File: config.mk
export PLATFORM = sky130hd
export DESIGN_NAME = mcuore_exec
export DESIGN_NICKNAME = d
export VERILOG_FILES = /design/src/verilog/mcuore_pkg.sv /design/src/verilog/mcuore_exec.sv /design/src/verilog/mcuore_alu.sv
export SDC_FILE = /design/constraint.sdc
export NUM_CORES = 2
export LEC_CHECK = 0
export BUFFER_PORTS_ARGS = -buffer_cell sky130_fd_sc_hd__buf_4
export CAP_MARGIN = 20
export CORE_MARGIN = 4
export CORE_UTILIZATION = 57
export CTS_CLUSTER_SIZE = 24
export DETAILED_ROUTE_END_ITERATION = 7
export HOLD_SLACK_MARGIN = 0.12
export MAX_ROUTING_LAYER = met4
export PLACE_DENSITY = 0.76
export SYNTH_ARGS = -nofsm -noshare
export SYNTH_HDL_FRONTEND = slang
export SYNTH_SLANG_ARGS = --single-unit
File: constraint.sdc
create_clock -name clk -period 17.23 [get_ports clk]
set_input_delay 0.8615 -clock clk [delete_from_list [all_inputs] [get_ports clk]]
set_output_delay 0.8615 -clock clk [all_outputs]
set_load 0.02 [all_outputs]
File: src/verilog/mcuore_pkg.sv
// Contract
// - idle_instruction changes nothing, pc advances
// - or memory into acc, update zero flag
// - or immediate into acc, update zero flag
// - or acc into memory byte, acc kept
// - subroutine_exit pops pc, flags untouched
// - pop pc and load acc with immediate
// - interrupt_exit pops pc, sets master_irq_enable
// - master_irq_enable gates every interrupt
// - pending interrupt served before resuming main
// - rotate memory byte left, bit7 to bit0
package mcuore_pkg;
	localparam int unsigned MCUORE_DATA_W      = 8;
	localparam int unsigned MCUORE_PC_W        = 11;
	localparam int unsigned MCUORE_ADDR_W      = 6;
	localparam int unsigned MCUORE_STACK_DEPTH = 4;
	localparam logic [10:0] MCUORE_PC_RESET    = 11'h000;
	localparam logic [10:0] MCUORE_IRQ_VECTOR  = 11'h004;
	localparam logic [7:0]  MCUORE_ACC_RESET   = 8'h00;
	localparam logic [7:0]  MCUORE_MEM_RESET   = 8'h00;
	localparam logic        MCUORE_Z_RESET     = 1'b0;
	localparam logic        MCUORE_EMI_RESET   = 1'b0;

	typedef enum logic [2:0] {
		MCUORE_OP_IDLE,
		MCUORE_OP_OR_MEM,
		MCUORE_OP_OR_IMM,
		MCUORE_OP_OR_TO_MEM,
		MCUORE_OP_RET,
		MCUORE_OP_RET_IMM,
		MCUORE_OP_INTERRUPT_EXIT,
		MCUORE_OP_ROT_LEFT
	} mcuore_op_e;
endpackage

File: src/verilog/mcuore_exec.sv
`timescale 1ns/100ps
`default_nettype none
module mcuore_exec #(
	parameter int unsigned ADDR_W      = mcuore_pkg::MCUORE_ADDR_W,
	parameter int unsigned PC_W        = mcuore_pkg::MCUORE_PC_W,
	parameter int unsigned STACK_DEPTH = mcuore_pkg::MCUORE_STACK_DEPTH
) (
	input  wire logic                   clk,
	input  wire logic                   reset,
	input  wire logic                   instr_valid,
	input  wire mcuore_pkg::mcuore_op_e instr_op,
	input  wire logic [7:0]             instr_imm,
	input  wire logic [ADDR_W-1:0]      instr_addr,
	output logic                        instr_ready,
	input  wire logic                   irq_req,
	output logic                        irq_ack,
	input  wire logic [ADDR_W-1:0]      obs_addr,
	output logic [7:0]                  obs_data,
	output logic [7:0]                  acc,
	output logic                        null_result_flag,
	output logic                        master_irq_enable,
	output logic [PC_W-1:0]             pc
);
	import mcuore_pkg::*;

	localparam int unsigned MEM_DEPTH = 1 << ADDR_W;
	localparam int unsigned SP_W = (STACK_DEPTH > 1) ? $clog2(STACK_DEPTH) : 1;

	if (PC_W < 11 || ADDR_W < 1 || ADDR_W > 10
		|| STACK_DEPTH != (1 << SP_W)) begin : g_bad_params
		$error("mcuore_exec: unsupported parameter values");
	end

	// ************************************************************
	// state
	// ************************************************************
	logic [7:0]      acc_q;
	logic            z_q;
	logic            emi_q;
	logic [PC_W-1:0] pc_q;
	logic [SP_W-1:0] sp_q;
	logic [PC_W-1:0] stack_q [STACK_DEPTH];
	logic [7:0]      mem_q [MEM_DEPTH];
	logic [7:0]      obs_q;

	// ************************************************************
	// decode
	// ************************************************************
	wire logic            irq_take;
	wire logic            exec;
	wire logic            is_pop;
	wire logic [7:0]      cur_mem;
	wire logic [SP_W-1:0] sp_dec;
	wire logic [PC_W-1:0] pc_inc;
	wire logic [PC_W-1:0] pop_pc;
	wire logic [7:0]      acc_nx;
	wire logic [7:0]      mem_nx;
	wire logic            acc_we;
	wire logic            mem_we;
	wire logic            z_nx;
	wire logic            z_we;

	// interrupt is checked before any instruction, so a request pending
	// while interrupt_exit retires is served before the main program resumes
	assign irq_take    = emi_q & irq_req;
	assign instr_ready = ~irq_take;
	assign irq_ack     = irq_take;
	assign exec        = instr_valid & instr_ready;
	assign is_pop      = (instr_op == MCUORE_OP_RET)
		|| (instr_op == MCUORE_OP_RET_IMM) || (instr_op == MCUORE_OP_INTERRUPT_EXIT);
	assign cur_mem     = mem_q[instr_addr];
	assign sp_dec      = sp_q - SP_W'(1);
	assign pc_inc      = pc_q + PC_W'(1);
	assign pop_pc      = stack_q[sp_dec];

	mcuore_alu u_alu (
		.op       (instr_op),
		.acc      (acc_q),
		.mem_byte (cur_mem),
		.imm      (instr_imm),
		.acc_nx   (acc_nx),
		.acc_we   (acc_we),
		.mem_nx   (mem_nx),
		.mem_we   (mem_we),
		.z_nx     (z_nx),
		.z_we     (z_we)
	);

	// ************************************************************
	// registers
	// ************************************************************
	always_ff @(posedge clk or posedge reset) begin
		if (reset) begin
			pc_q <= PC_W'(MCUORE_PC_RESET);
			sp_q <= '0;
			// empty stack pops the reset address, never an unknown
			for (int i = 0; i < STACK_DEPTH; i++) begin
				stack_q[i] <= PC_W'(MCUORE_PC_RESET);
			end
		end else if (irq_take) begin
			stack_q[sp_q] <= pc_q;
			sp_q <= sp_q + SP_W'(1);
			pc_q <= PC_W'(MCUORE_IRQ_VECTOR);
		end else if (exec && is_pop) begin
			sp_q <= sp_dec;
			pc_q <= pop_pc;
		end else if (exec) begin
			pc_q <= pc_inc;
		end
	end

	// the vector clears the global gate; interrupt_exit reopens it
	always_ff @(posedge clk or posedge reset) begin
		if (reset) begin
			emi_q <= MCUORE_EMI_RESET;
		end else if (irq_take) begin
			emi_q <= 1'b0;
		end else if (exec && instr_op == MCUORE_OP_INTERRUPT_EXIT) begin
			emi_q <= 1'b1;
		end
	end

	always_ff @(posedge clk or posedge reset) begin
		if (reset) begin
			acc_q <= MCUORE_ACC_RESET;
			z_q   <= MCUORE_Z_RESET;
		end else if (exec) begin
			if (acc_we) begin
				acc_q <= acc_nx;
			end
			if (z_we) begin
				z_q <= z_nx;
			end
		end
	end

	genvar gi;
	generate
		for (gi = 0; gi < MEM_DEPTH; gi++) begin : g_mem
			always_ff @(posedge clk or posedge reset) begin
				if (reset) begin
					mem_q[gi] <= MCUORE_MEM_RESET;
				end else if (exec && mem_we && instr_addr == ADDR_W'(gi)) begin
					mem_q[gi] <= mem_nx;
				end
			end
		end
	endgenerate

	always_ff @(posedge clk or posedge reset) begin
		if (reset) begin
			obs_q <= MCUORE_MEM_RESET;
		end else begin
			obs_q <= mem_q[obs_addr];
		end
	end

	assign acc               = acc_q;
	assign null_result_flag  = z_q;
	assign master_irq_enable = emi_q;
	assign pc                = pc_q;
	assign obs_data          = obs_q;

	// ************************************************************
	// checks
	// ************************************************************
	wire logic run_idle;
	wire logic run_ormem;
	wire logic run_orimm;
	wire logic run_tomem;
	wire logic run_ret;
	wire logic run_retimm;
	wire logic run_interrupt_exit;
	wire logic run_rot;
	assign run_idle   = exec && instr_op == MCUORE_OP_IDLE;
	assign run_ormem  = exec && instr_op == MCUORE_OP_OR_MEM;
	assign run_orimm  = exec && instr_op == MCUORE_OP_OR_IMM;
	assign run_tomem  = exec && instr_op == MCUORE_OP_OR_TO_MEM;
	assign run_ret    = exec && instr_op == MCUORE_OP_RET;
	assign run_retimm = exec && instr_op == MCUORE_OP_RET_IMM;
	assign run_interrupt_exit   = exec && instr_op == MCUORE_OP_INTERRUPT_EXIT;
	assign run_rot    = exec && instr_op == MCUORE_OP_ROT_LEFT;
endmodule
`default_nettype wire

File: src/verilog/mcuore_alu.sv
`timescale 1ns/100ps
`default_nettype none
module mcuore_alu (
	input  wire mcuore_pkg::mcuore_op_e op,
	input  wire logic [7:0]             acc,
	input  wire logic [7:0]             mem_byte,
	input  wire logic [7:0]             imm,
	output logic [7:0]                  acc_nx,
	output logic                        acc_we,
	output logic [7:0]                  mem_nx,
	output logic                        mem_we,
	output logic                        z_nx,
	output logic                        z_we
);
	import mcuore_pkg::*;

	wire logic [7:0] or_src;
	wire logic [7:0] or_res;
	wire logic [7:0] rot_res;
	wire logic       is_or;

	assign or_src  = (op == MCUORE_OP_OR_IMM) ? imm : mem_byte;
	assign or_res  = acc | or_src;
	assign rot_res = {mem_byte[6:0], mem_byte[7]};
	assign is_or   = (op == MCUORE_OP_OR_MEM) || (op == MCUORE_OP_OR_IMM)
		|| (op == MCUORE_OP_OR_TO_MEM);

	assign acc_we = (op == MCUORE_OP_OR_MEM) || (op == MCUORE_OP_OR_IMM)
		|| (op == MCUORE_OP_RET_IMM);
	assign acc_nx = (op == MCUORE_OP_RET_IMM) ? imm : or_res;
	assign mem_we = (op == MCUORE_OP_OR_TO_MEM) || (op == MCUORE_OP_ROT_LEFT);
	assign mem_nx = (op == MCUORE_OP_ROT_LEFT) ? rot_res : or_res;
	assign z_we   = is_or;
	assign z_nx   = (or_res == 8'h00);
endmodule
`default_nettype wire

==> run metrics <==
WP data arrival 5.31 ns; largest net degree at the start of global routing 183; root buf cell clkbuf_16; Starting Density 57.5%; Area growth syn-to-layout 9.10%; first-pass GRT wire length 137 mm; Worst EP required about 18 ns; hold crit path type primary input to asynchronous set/reset pin; die footprint 58000 um2; die height 241 um; Max Cap Viol 0; CTS tree built; Clk Latency, worst-skew pair 0.64 ns; ys flop type dfrtp_1; Final Max Tran Viols 0; Fmax achieved between 200 and 250 MHz; Die Wd 241 um; residual DRC count 0; Slew @ Worst Pin between 1 and 1.5 ns; Synth Cell Area 30900 um2; VDD IR max ~0.000081 V; Worst path slowest cell nor3_1; maximum clock insertion buffer count 3; H-Tree Level Count 2; DRT Pass-1 Iters 8; routed vias around 22000; Final min period 4.80 ns; kind of critical path primary input to flop; Final Hold Vio Count 0; peak per-stage delay on the critical path about 0.9 ns; routed vias/inst 6.97; Post-Synth Adder-Cell Area 0.203%; status finished, final reports clean; largest area contributor in the netlist dfrtp_1; post-synthesis cell count ~2500; Core ar. ~54000 um2; Gates resized, CTS repair 0; multiplexer area fraction after synthesis about a third; RePlAce Congestion 1.01; CTS Hold Bufs 0; Num Clock Sinks 587; clock slew seen by the registers of the worst setup and hold paths around 0.060 ns; final period utilization 27.8%; syn nets about 2500; Netlist cell types 67; Overflow after GRT 0; post-synthesis xor/xnor area fraction 0.0284%; Ys Warns 0; Synth Area in Compound Gates 9.18%; initial DRC count approximately 2500; ANT cells 0; setup slack, reg-to-reg 13.67 ns; port bufs 57; drt wl/cell 28.4 um; post-synthesis sequential area ratio 47.6%; Crit path top cell by count buf_4; Mean Syn Cell Area roughly 13 um2; Final ANT Viol Nets 0; Lkg Pwr roughly 0.015 uW; Post-synth EDFFs 0; Critical path buffers and inverters 3; Final Skew 0.0181 ns; Area after DPL ~31000 um2; ys async rst share 100%; number of post-CTS setup repair buffers 0; main area contributors after synthesis dfrtp_1 48%, mux4_2 19%, mux2_2 8.8%; crit-path max FO 42; RSZ-0062 raised after global routing false; worst r2r src master_irq_enable; setup TNS 0 ns; # setup viols final 0; Total GRT Usage 32.2%; top cell type's share of synthesized area 47.6%; worst r2r dst mem_q[502]; layout cells sized above 1 29.0%; Crit. End Element flop; io pins 58; number of buffers created by CTS 60; Nets 2437; initial antenna violation count 0; cell count of the worst reg-to-reg path 6; Routed WL between 80 and 90 mm; HPWL after detailed placement 58.9 mm; number of core rows between 80 and 90; number of global-route vias before repair 21700; Final Cell Area 33700 um2; Top delay family on crit path simple AND/OR/NAND/NOR gates; CP Launch Type primary input; Synth Area in Simple Gates 7.74%; Pwr Density 106 nW/um2; crit path cell chain buf_4 -> buf_4 -> buf_4 -> nor2b_1 -> nand2_1 -> nor3_1 -> nand2_1 -> mux2_2; largest family of logic cells by synthesized area multiplexers; Relative slew margins 22.2%; #FFs+latches synth 587
## area by class of cell
cell class	count	area (um2)
Multi-Input combinational cell	1658	15200
Clock inverter	20	338
Fill cell	3970	20000
Timing Repair Buffer	89	788
Tap cell	696	871
Inverter	9	37.5
Sequential cell	587	14700
Clock buffer	94	1800
## placed cells by master (no fill, tap or decap), types with 27 or more instances in the layout
master	synthesis	routed
mux2_2	242	242
nor2_1	62	62
nand2_1	428	428
a22oi_1	27	27
mux4_2	265	265
clkbuf_16	0	61
o21ai_0	343	343
dfrtp_1	587	587
buf_4	11	79
mux2i_1	62	62
## per-layer routing
metal / part of all wire (%) / global-route usage (%) / wire, um / vias to the layer above
met1: 38 / 43.6 / 33800 / 11300
met2: 45 / 47.3 / 40700 / 1300
li1: - / - / - / 9060
met5: 0 / - / 0 / -
met3: 11 / 7.02 / 9630 / 326
met4: 5.9 / 14.9 / 5270 / 0
## worst max-delay path by stage
stage	startpoint	end	slack, ns	cells after the start
5_1_grt	instr_addr[0]	mem_q[357]	12.26	11
6_report	instr_addr[0]	mem_q[502]	12.43	8
4_1_cts	instr_addr[0]	mem_q[175]	12.18	10
2_1_floorplan	reset	acc[0]	8.37	1
3_5_place_dp	instr_addr[0]	mem_q[87]	11.50	10
3_3_place_gp	instr_addr[0]	mem_q[463]	11.65	10
## cell families after synthesis
kind of cell / Yosys count
flops: 587
simple gates: 577
fa+ha+maj: 5
mux: 589
buf+inv: 210
xor+xnor: 1
compound gates: 486
## registers in the layout (all words and copies together) (netlist names)
register and cells:
acc 8, stack_q 44, null_result_flag 1, pc 11, sp_q 2, mem_q 512
master_irq_enable 1, obs_data 8
## worst reg2reg max path: stages (launching register included)
cell     delay (ns)
dfrtp_1        0.42
a21bo_2        0.29
nor2_1         0.35
nand2_1        0.28
nor3_1         0.90
nand2_1        0.72
mux2_2         0.49
## where the power goes
group / switching (uW) / internal (uW) / leakage [uW]
combinational: 327 / 246 / 0.00585
sequential: 100 / 1490 / 0.00806
clock: 562 / 850 / 0.00104
total: 990 / 2590 / 0.0150
## through the flow
step / total power (uW) / utilization (%) / hold WS (ns) / setup slack, ns / instances
floorplan: 2000 / - / 0.458 / 8.37 / 2455
global placement: 2140 / 58.5 / 0.473 / 11.65 / 3032
detailed placement: 2170 / 58.5 / 0.483 / 11.50 / 3032
finish: 3580 / 62.7 / 0.131 / 12.43 / 3153
global route: 3700 / 62.7 / 0.131 / 12.26 / 3153
CTS: 3570 / 62.4 / 0.409 / 12.18 / 3146
## cells in the mapped netlist, types with 12 or more instances
cell type / n
dfrtp_1: 587
nand2_1: 428
o21ai_0: 343
mux4_2: 265
mux2_2: 242
clkbuf_1: 120
mux2i_1: 62
nor2_1: 62
a22oi_1: 27
buf_1: 22
a21oi_1: 20
buf_2: 20
mux4_1: 20
buf_6: 19
nor2b_1: 19
nand3_1: 15
a22o_1: 12
nor3_1: 12
No activity file was read; power rests on OpenSTA's default activity.
